===== src/logic/ltc_pkg.sv =====
// Package for the LCD temperature compensation block.
// Assumes a single 100 MHz clock domain.
package ltc_pkg;
  // Clock and timing
  localparam int unsigned CLK_HZ          = 100_000_000;
  localparam int unsigned PERIOD_MS       = 1000;     // Measurement repeat period, ms
  localparam int unsigned CONV_MS         = 8;        // Conversion time, ms
  localparam int unsigned PERIOD_CYC      = CLK_HZ / 1000 * PERIOD_MS;
  localparam int unsigned CONV_CYC        = CLK_HZ / 1000 * CONV_MS;
  // Temperature code values
  localparam logic [7:0]  TEMP_RESET      = 8'hff;    // No measurement available
  localparam logic [7:0]  TEMP_MID        = 8'h60;    // 96, zero offset point
  localparam logic [7:0]  TEMP_TOP        = 8'he7;    // 231
  localparam logic [7:0]  LOW_BASE        = 8'h0a;    // 10
  localparam logic [7:0]  LOW_STEP        = 8'h0a;    // 10
  localparam logic [7:0]  HIGH_BASE       = 8'h6e;    // 110
  localparam logic [7:0]  HIGH_STEP       = 8'h0e;    // 14
  localparam logic [2:0]  SLOPE_RESET     = 3'h0;
  localparam logic [2:0]  LIMIT_RESET     = 3'h0;
  // Slope coefficients in eighths
  localparam logic signed [4:0] COEF_TAB [8] = '{5'sh00, -5'sh01, -5'sh02, -5'sh04,
                                                 -5'sh0a, 5'sh01, 5'sh02, 5'sh04};
  // Multiplex modes
  typedef enum logic [2:0] {
    LTC_MUX_STATIC, LTC_MUX_2, LTC_MUX_4, LTC_MUX_6, LTC_MUX_8, LTC_MUX_9
  } ltc_mux_t;
  // Bias settings
  typedef enum logic [1:0] {
    LTC_BIAS_HALF, LTC_BIAS_THIRD, LTC_BIAS_QUARTER
  } ltc_bias_t;
  localparam logic [2:0] MUX_RESET  = 3'h0;
  localparam logic [1:0] BIAS_RESET = 2'h0;
endpackage


===== src/logic/ltc_top.sv =====
// Temperature readout and piecewise-linear compensation of the LCD supply setting,
// plus multiplex and bias decode for the voltage selector.
// Assumes command decode elsewhere delivers write strobes synchronous to clk.
//
// Functional notes
// Provide 8-bit sensor temperature code, T = 0.6275*code - 40, readable.
// Temperature code is FFh after reset, meaning no measurement.
// While measure enabled, measure once per second, each taking 8 ms.
// Filter enable bit smooths temperature code at cost of delay.
// Compensation enable bit switches supply compensation on or off.
// Four limits split range into six regions, each with own slope.
// Limit codes: lower limits 10..80 step 10, upper 110..208 step 14.
// Slope codes map to 0,-1/8,-1/4,-1/2,-5/4,+1/8,+1/4,+1/2; reset 000.
// No compensation unless limit one below two and three below four.
// Codes up to 96 give negative sum of region spans times slopes.
// Codes above 96 up to 231 sum spans times fourth, fifth, sixth slopes.
// Selector configured by separate bias and multiplex commands.
// Modes static, 1:2, 1:4, 1:6, 1:8, 1:9 with matching backplanes.
// Bias half, third, quarter give 3, 4, 5 levels; static two.
// Static drive used for a single backplane.
// Two-backplane mode supports half and third bias.
// Six-backplane mode supports third and quarter bias.
// Offset is two's complement, zero at code 96, added to 9-bit setting.
// External supply disables compensation regardless of enable bit.
// Offset forced to zero when disabled or no valid code.
// Offset rounded to signed integer of at least nine bits.
`timescale 1ns/1ns
module ltc_top
  import ltc_pkg::*;
#(
  parameter int unsigned PERIOD_CYCLES = PERIOD_CYC,
  parameter int unsigned CONV_CYCLES   = CONV_CYC
) (
  // Clock and reset
  input  wire logic       clk,
  input  wire logic       rst,
  // Control bits
  input  wire logic       measure_enable,
  input  wire logic       temp_filter_enable,
  input  wire logic       comp_enable,
  input  wire logic       ext_supply,
  // Limit command
  input  wire logic       set_limit_cmd,
  input  wire logic [1:0] set_limit_sel,
  input  wire logic [2:0] set_limit_code,
  // Slope command
  input  wire logic       set_slope_cmd,
  input  wire logic [2:0] set_slope_sel,
  input  wire logic [2:0] set_slope_code,
  // Voltage setting
  input  wire logic [8:0] volt_setting,
  // Selector commands
  input  wire logic       multiplex_select_cmd,
  input  wire logic [2:0] multiplex_mode,
  input  wire logic       bias_select_cmd,
  input  wire logic [1:0] bias_mode,
  // Sensor side
  input  wire logic [7:0] sensor_raw,
  output logic            sensor_start,
  // Temperature results
  output logic [7:0]      temp_code,
  output logic            temp_valid,
  output logic            meas_done,
  // Compensation results
  output logic [8:0]      comp_offset,
  output logic [9:0]      supply_target,
  output logic            comp_active,
  // Selector status
  output logic [3:0]      backplane_count,
  output logic [2:0]      drive_levels,
  output logic            static_drive,
  output logic            bias_illegal
);
  logic [2:0]  limit_code_q [4];
  logic [2:0]  slope_q [6];
  logic [2:0]  mux_q;
  logic [1:0]  bias_q;
  logic [7:0]  t1, t2, t3, t4;
  logic        limits_ok;
  logic signed [13:0] acc;
  logic signed [13:0] rnd;
  logic [8:0]  off_d, off_q;
  logic [9:0]  sum_d, sum_q;
  logic [3:0]  bp_d, bp_q;
  logic [2:0]  lv_d, lv_q;
  logic        ill_d, ill_q;
  logic        act_q;

  // Span (hi-lo) times slope code, result in eighths
  // Product kept at 14 bits: widest span times steepest slope overflows 10
  function automatic logic signed [13:0] span_mul(input logic [7:0] hi,
                                                  input logic [7:0] lo,
                                                  input logic [2:0] sel);
    logic signed [13:0] span;
    span = $signed({6'h00, hi}) - $signed({6'h00, lo});
    span_mul = span * 14'(COEF_TAB[sel]);
  endfunction

  // Limit code to temperature code
  function automatic logic [7:0] lim_val(input logic [2:0] c, input logic upper);
    lim_val = upper ? 8'(HIGH_BASE + c * HIGH_STEP)
                    : 8'(LOW_BASE + c * LOW_STEP);
  endfunction

  // Measurement sequencer and filter
  ltc_sensor #(
    .PERIOD_CYCLES (PERIOD_CYCLES),
    .CONV_CYCLES   (CONV_CYCLES)
  ) u_sensor (
    .clk                (clk),
    .rst                (rst),
    .measure_enable     (measure_enable),
    .temp_filter_enable (temp_filter_enable),
    .sensor_raw         (sensor_raw),
    .sensor_start       (sensor_start),
    .temp_code          (temp_code),
    .temp_valid         (temp_valid),
    .meas_done          (meas_done)
  );

  // Limit registers written by limit command
  always_ff @(posedge clk) begin
    if (rst) begin
      for (int i = 0; i < 4; i++) limit_code_q[i] <= LIMIT_RESET;
    end else if (set_limit_cmd) begin
      limit_code_q[set_limit_sel] <= set_limit_code;
    end
  end

  // Slope registers, six independent selections
  always_ff @(posedge clk) begin
    if (rst) begin
      for (int i = 0; i < 6; i++) slope_q[i] <= SLOPE_RESET;
    end else if (set_slope_cmd && set_slope_sel < 3'd6) begin
      slope_q[set_slope_sel] <= set_slope_code;
    end
  end

  // Selector configuration, separate commands
  always_ff @(posedge clk) begin
    if (rst) begin
      mux_q  <= MUX_RESET;
      bias_q <= BIAS_RESET;
    end else begin
      if (multiplex_select_cmd && multiplex_mode <= 3'd5)
        mux_q <= multiplex_mode;
      if (bias_select_cmd && bias_mode <= 2'd2)
        bias_q <= bias_mode;
    end
  end

  assign t1 = lim_val(limit_code_q[0], 1'b0);
  assign t2 = lim_val(limit_code_q[1], 1'b0);
  assign t3 = lim_val(limit_code_q[2], 1'b1);
  assign t4 = lim_val(limit_code_q[3], 1'b1);
  assign limits_ok = (t1 < t2) && (t3 < t4);

  // Piecewise-linear offset in eighths
  always_comb begin
    acc = 14'sh0;
    if (temp_code <= TEMP_MID) begin
      if (temp_code > t2)
        acc = -span_mul(TEMP_MID, temp_code, slope_q[2]);
      else if (temp_code > t1)
        acc = -span_mul(TEMP_MID, t2, slope_q[2]) - span_mul(t2, temp_code, slope_q[1]);
      else
        acc = -span_mul(TEMP_MID, t2, slope_q[2]) - span_mul(t2, t1, slope_q[1])
              - span_mul(t1, temp_code, slope_q[0]);
    end else begin
      if (temp_code <= t3)
        acc = span_mul(temp_code, TEMP_MID, slope_q[3]);
      else if (temp_code <= t4)
        acc = span_mul(t3, TEMP_MID, slope_q[3]) + span_mul(temp_code, t3, slope_q[4]);
      else begin
        acc = span_mul(t3, TEMP_MID, slope_q[3]) + span_mul(t4, t3, slope_q[4])
              + span_mul((temp_code > TEMP_TOP) ? TEMP_TOP : temp_code, t4,
                         slope_q[5]);
      end
    end
  end

  // Round half away from zero to whole steps
  assign rnd = (acc >= 0) ? ((acc + 14'sd4) >>> 3)
                          : -((-acc + 14'sd4) >>> 3);

  // Gate offset by enable, supply source, code validity and limit order
  always_comb begin
    if (comp_enable && !ext_supply && temp_valid && limits_ok)
      off_d = rnd[8:0];
    else
      off_d = 9'h000;
    sum_d = 10'({1'b0, volt_setting} + {off_d[8], off_d});
  end

  // Multiplex and bias decode
  always_comb begin
    ill_d = 1'b0;
    case (mux_q)
      3'd0: bp_d = 4'd1;
      3'd1: bp_d = 4'd2;
      3'd2: bp_d = 4'd4;
      3'd3: bp_d = 4'd6;
      3'd4: bp_d = 4'd8;
      default: bp_d = 4'd9;
    endcase
    case (bias_q)
      2'd0: lv_d = 3'd3;
      2'd1: lv_d = 3'd4;
      default: lv_d = 3'd5;
    endcase
    if (mux_q == 3'd0) lv_d = 3'd2;
    if (mux_q == 3'd1 && bias_q == 2'd2) ill_d = 1'b1;
    if (mux_q == 3'd3 && bias_q == 2'd0) ill_d = 1'b1;
  end

  // Registered outputs
  always_ff @(posedge clk) begin
    if (rst) begin
      off_q <= 9'h000;
      sum_q <= 10'h000;
      act_q <= 1'b0;
      bp_q  <= 4'd1;
      lv_q  <= 3'd2;
      ill_q <= 1'b0;
    end else begin
      off_q <= off_d;
      sum_q <= sum_d;
      act_q <= comp_enable && !ext_supply && temp_valid && limits_ok;
      bp_q  <= bp_d;
      lv_q  <= lv_d;
      ill_q <= ill_d;
    end
  end

  assign comp_offset     = off_q;
  assign supply_target   = sum_q;
  assign comp_active     = act_q;
  assign backplane_count = bp_q;
  assign drive_levels    = lv_q;
  assign static_drive    = (bp_q == 4'd1);
  assign bias_illegal    = ill_q;
endmodule // ltc_top


===== src/logic/ltc_sensor.sv =====
// Measurement sequencer and optional smoothing filter for the temperature code.
// Assumes raw sensor code is synchronous to clk.
`timescale 1ns/1ns
module ltc_sensor
  import ltc_pkg::*;
#(
  parameter int unsigned PERIOD_CYCLES = PERIOD_CYC,
  parameter int unsigned CONV_CYCLES   = CONV_CYC
) (
  // Clock and reset
  input  wire logic       clk,
  input  wire logic       rst,
  // Control
  input  wire logic       measure_enable,
  input  wire logic       temp_filter_enable,
  // Analog sensor side
  input  wire logic [7:0] sensor_raw,
  output logic            sensor_start,
  // Result
  output logic [7:0]      temp_code,
  output logic            temp_valid,
  output logic            meas_done
);
  // Refuse counts the sequencer cannot serve
  if (CONV_CYCLES < 1 || PERIOD_CYCLES <= CONV_CYCLES) begin : g_bad_cfg
    $error("ltc_sensor: period must exceed conversion time");
  end

  typedef enum logic [1:0] {ST_IDLE, ST_CONV, ST_WAIT} ltc_st_t;
  ltc_st_t     st_q;
  logic [31:0] cnt_q;
  logic [7:0]  code_q;
  logic        valid_q;
  logic        done_q;
  logic        start_q;
  logic [8:0]  avg;

  // Filter: average of previous and new code damps oscillation
  assign avg = ({1'b0, code_q} + {1'b0, sensor_raw} + 9'h001) >> 1;

  // Repeat measurement each period while enabled
  always_ff @(posedge clk) begin
    if (rst) begin
      st_q    <= ST_IDLE;
      cnt_q   <= 32'h0;
      start_q <= 1'b0;
    end else begin
      start_q <= 1'b0;
      case (st_q)
        ST_IDLE: if (measure_enable) begin
          st_q    <= ST_CONV;
          cnt_q   <= 32'h0;
          start_q <= 1'b1;
        end
        ST_CONV: begin
          cnt_q <= cnt_q + 32'h1;
          if (cnt_q == CONV_CYCLES - 1) st_q <= ST_WAIT;
        end
        ST_WAIT: begin
          cnt_q <= cnt_q + 32'h1;
          // Restart directly so starts stay exactly one period apart
          if (cnt_q == PERIOD_CYCLES - 1) begin
            st_q    <= measure_enable ? ST_CONV : ST_IDLE;
            cnt_q   <= 32'h0;
            start_q <= measure_enable;
          end
        end
        default: st_q <= ST_IDLE;
      endcase
    end
  end

  // Result register, FFh until first measurement
  always_ff @(posedge clk) begin
    if (rst) begin
      code_q  <= TEMP_RESET;
      valid_q <= 1'b0;
      done_q  <= 1'b0;
    end else begin
      done_q <= 1'b0;
      if (st_q == ST_CONV && cnt_q == CONV_CYCLES - 1) begin
        done_q  <= 1'b1;
        valid_q <= 1'b1;
        if (temp_filter_enable && valid_q) code_q <= avg[7:0];
        else code_q <= sensor_raw;
      end
    end
  end

  assign temp_code    = code_q;
  assign temp_valid   = valid_q && (code_q != TEMP_RESET);
  assign meas_done    = done_q;
  assign sensor_start = start_q;
endmodule // ltc_sensor


===== config.mk =====
export PLATFORM = sky130hd
export DESIGN_NAME = ltc_top
export DESIGN_NICKNAME = d
export VERILOG_FILES = /design/src/logic/ltc_pkg.sv /design/src/logic/ltc_top.sv /design/src/logic/ltc_sensor.sv
export SDC_FILE = /design/constraint.sdc
export NUM_CORES = 1
export LEC_CHECK = 0
export BUFFER_PORTS_ARGS = -buffer_cell sky130_fd_sc_hd__buf_2
export CORE_MARGIN = 2
export CORE_UTILIZATION = 40
export DETAILED_ROUTE_END_ITERATION = 8
export GPL_ROUTABILITY_DRIVEN = 0
export GPL_TIMING_DRIVEN = 0
export PLACE_DENSITY = 0.51
export SETUP_SLACK_MARGIN = 0.1
export SLEW_MARGIN = 20
export SYNTH_ARGS = -nofsm -noshare
export SYNTH_HDL_FRONTEND = slang
export SYNTH_SLANG_ARGS = --single-unit

===== constraint.sdc =====
create_clock -name clk -period 35.1 [get_ports clk]
set_input_delay 7.02 -clock clk [delete_from_list [all_inputs] [get_ports clk]]
set_output_delay 7.02 -clock clk [all_outputs]
set_load 0.01 [all_outputs]

==> results.md <==
* Syn nets at ~3,900
* Chip Width at 261.4 um
* I/O pins at 83
* # hold bufs at CTS at 0
* Yosys warns at 0
* GRT Total Usage at 0.2276
* Worst Path Buf+Inv at 7
* Share of flip-flops with an asynchronous set or reset at 0
* Setup bufs post-CTS at 0
* Yosys reg bits at 108
* Critical path peak fanout at 10
* CTS Buf Count at 9
* Yosys cell types at 94
* Largest net degree at the start of global routing at 20
* Core Region at 65,630 sq um
* Root Driver: clkbuf_16
* Worst skew pair latency at 350 ps
* Antenna-violating nets left at 0
* Vias per Instance at 5.179
* RSZ-0062 raised after global routing: false
* CP max stage delay at 610 ps
* Clock Path Buffers at 2
* Number of hold violations in the final report at 0
* Global-route wire length before repair at 120,800 um
* Top delay family on crit path: adder cells
* Syn_area_per_cell at 8.554 sq um
* CTS tree: done
* Slew @ Worst Pin at 1058 ps
* Top_reg_cell synth: dfxtp_1
* Critical path endpoint category: flip-flop
* Fraction of layout cells with a size suffix above 1 at 0.05103
* Hold WC Path Type: flip-flop to flip-flop
* Mapped cell area at between 20,000 and 30,000 sq um
* Clock skew at 10.57 ps
* Clock Pin Slew Worst Setup and Hold Paths at 70 ps
* Tmin final at ~14,000 ps
* Max Cap Violations at 0
* Clk sinks at 108
* Wire per inst at between 15 and 20 um
* Final setup violation count at 0
* Area grow syn2layout at 6.785%
* Hpwl dp at 65,340 um
* Sequential fraction of the synthesis area at 0.09292
* Crit share post-route at 0.4037
* Max-slew violations at 0
* DRC at 0
* IO buf count at 80
* Number of synthesized flops with an enable pin at 30
* Critical path class: flip-flop to flip-flop
* Fmax at 0.07058 GHz
* DR iter-0 viols at 1,244
* Final wirelength at roughly 76,000 um
* Die Height at 261.4 um
* Slowest-stage cell, CP: edfxtp_1
* Htree depth at 3
* Startpoint type of the worst setup path: flip-flop
* Post-CTS resize count at 0
* Total gr overflow at 0
* Vias post-DR at 21,033
* Nets@finish at between 3,000 and 4,000
* Vias in the first global route at 22,164
* Initial Util at 0.4038
* Status: completed
* Cell Rows at 94
* Gate Count Post-Synth at 3,098
* Max-slew headroom at 0.2746
* Router iterations before antenna repair at 5
* CP required at 35,330 ps
* Initial antenna violation count at 3
* Die area at ~68,000 sq um
* Final setup TNS at 0 ps
* Worst EP arrival at 14,400 ps
[final timing paths]
| kind | from | to | slack, ps | cells after the start |
|---|---|---|---|---|
| worst max-delay path | limit_code_q[1][0] | supply_target[9] | 20930 | 52 |
| worst min-delay path | bias_q[0] | bias_illegal | 470 | 1 |
| worst max register to register | limit_code_q[1][0] | supply_target[9] | 20930 | 52 |
| worst min register to register | bias_q[0] | bias_illegal | 470 | 1 |
[kinds of logic after synthesis]
kind of cell,Yosys count,share of synthesized area
and+or+nand+nor,981,0.1788
adders and majority gates,729,0.4456
buffers and inverters,577,0.08262
AOI/OAI and AO/OA,436,0.1094
xor gates and xnor gates,238,0.07918
DFF,108,0.09292
muxes,29,0.01143
[layout make-up]
| type | instances | area [sq um] |
|---|---|---|
| Fill cell | 6591 | 37330 |
| Antenna cell | 3 | 7.507 |
| Timing Repair Buffer | 80 | 400.4 |
| Clock buffer | 9 | 225.2 |
| Multi-Input combinational cell | 2413 | 21850 |
| Inverter | 503 | 1888 |
| Sequential cell | 108 | 2462 |
| Tap cell | 864 | 1081 |
| Buffer | 74 | 301.5 |
| Clock inverter | 7 | 80.08 |
[metrics by stage]
step | cells | hold WS [ps] | area, sq um | setup slack (ps) | util
floorplan | 3098 | 418.6 | 26500 | 23280 | -
global placement | 4042 | 438.4 | 27980 | 21100 | 0.4264
detailed placement | 4042 | 460.1 | 27990 | 20960 | 0.4264
CTS | 4058 | 476.7 | 28290 | 20930 | 0.4311
global route | 4060 | 495.3 | 28300 | 20130 | 0.4312
finish | 4061 | 472.3 | 28300 | 20930 | 0.4312
[sequential cells by signal, summed over array words and instances (netlist names)]
signal / count
u_sensor.cnt_q: 32
slope_q: 18
limit_code_q: 12
supply_target: 10
comp_offset: 9
u_sensor.temp_code: 8
backplane_count: 4
drive_levels: 3
mux_q: 3
bias_q: 2
u_sensor.st_q: 2
bias_illegal: 1
comp_active: 1
u_sensor.meas_done: 1
u_sensor.sensor_start: 1
u_sensor.valid_q: 1
[worst register-to-register path: cells and delay by family, from the launching register on]
family | cells | cell delay [ps]
AO/OA/AOI/OAI | 17 | 3580
XOR/XNOR | 3 | 1330
adder cells (fa/ha/maj) | 14 | 5510
buffers and inverters | 7 | 910
flip-flops | 1 | 610
multiplexers | 3 | 960
AND/OR/NAND/NOR | 8 | 1140
[placed cells by master, fill, tap and decap left out, drive strengths merged, types with 69 or more instances in the layout]
cell	netlist	final
ha	371	371
nand2	225	225
and2	124	124
xor2	73	73
a21oi	124	124
a21o	69	69
o21ai	95	95
xnor2	164	164
nor2	322	322
fa	358	358
dfxtp	78	78
inv	502	507
buf	18	98
[synthesized netlist by cell type, types with 17 or more instances]
library cell,n,area (sq um)
o21ai_0,85,425.4
edfxtp_1,30,900.9
clkbuf_1,56,210.2
inv_1,501,1881
nand2b_1,42,262.8
nand4_1,23,143.9
xor2_1,73,639.4
dfxtp_1,78,1562
a21oi_1,122,610.6
nor2b_1,53,331.6
a31oi_1,17,106.4
or3_1,22,137.6
xnor2_1,164,1436
o21bai_1,19,142.6
or2_2,20,125.1
nor3_1,57,285.3
fa_1,358,7167
nand3_1,33,165.2
and2_1,123,769.5
nor2_1,320,1201
ha_1,371,4642
nand2_1,225,844.6
mux2i_1,22,220.2
a21o_1,69,518.0
[layer usage]
| metal | global-route usage | up-vias | routed length (um) |
|---|---|---|---|
| li1 | - | 10210 | - |
| met1 | 0.2870 | 10302 | 32700 |
| met2 | 0.4002 | 391 | 36680 |
| met3 | 0.02216 | 128 | 2580 |
| met4 | 0.08980 | 2 | 3530 |
| met5 | 0 | - | 13 |
Power is not shown: default switching activity piles up to over one toggle a cycle in this logic, so the estimate is an artifact.
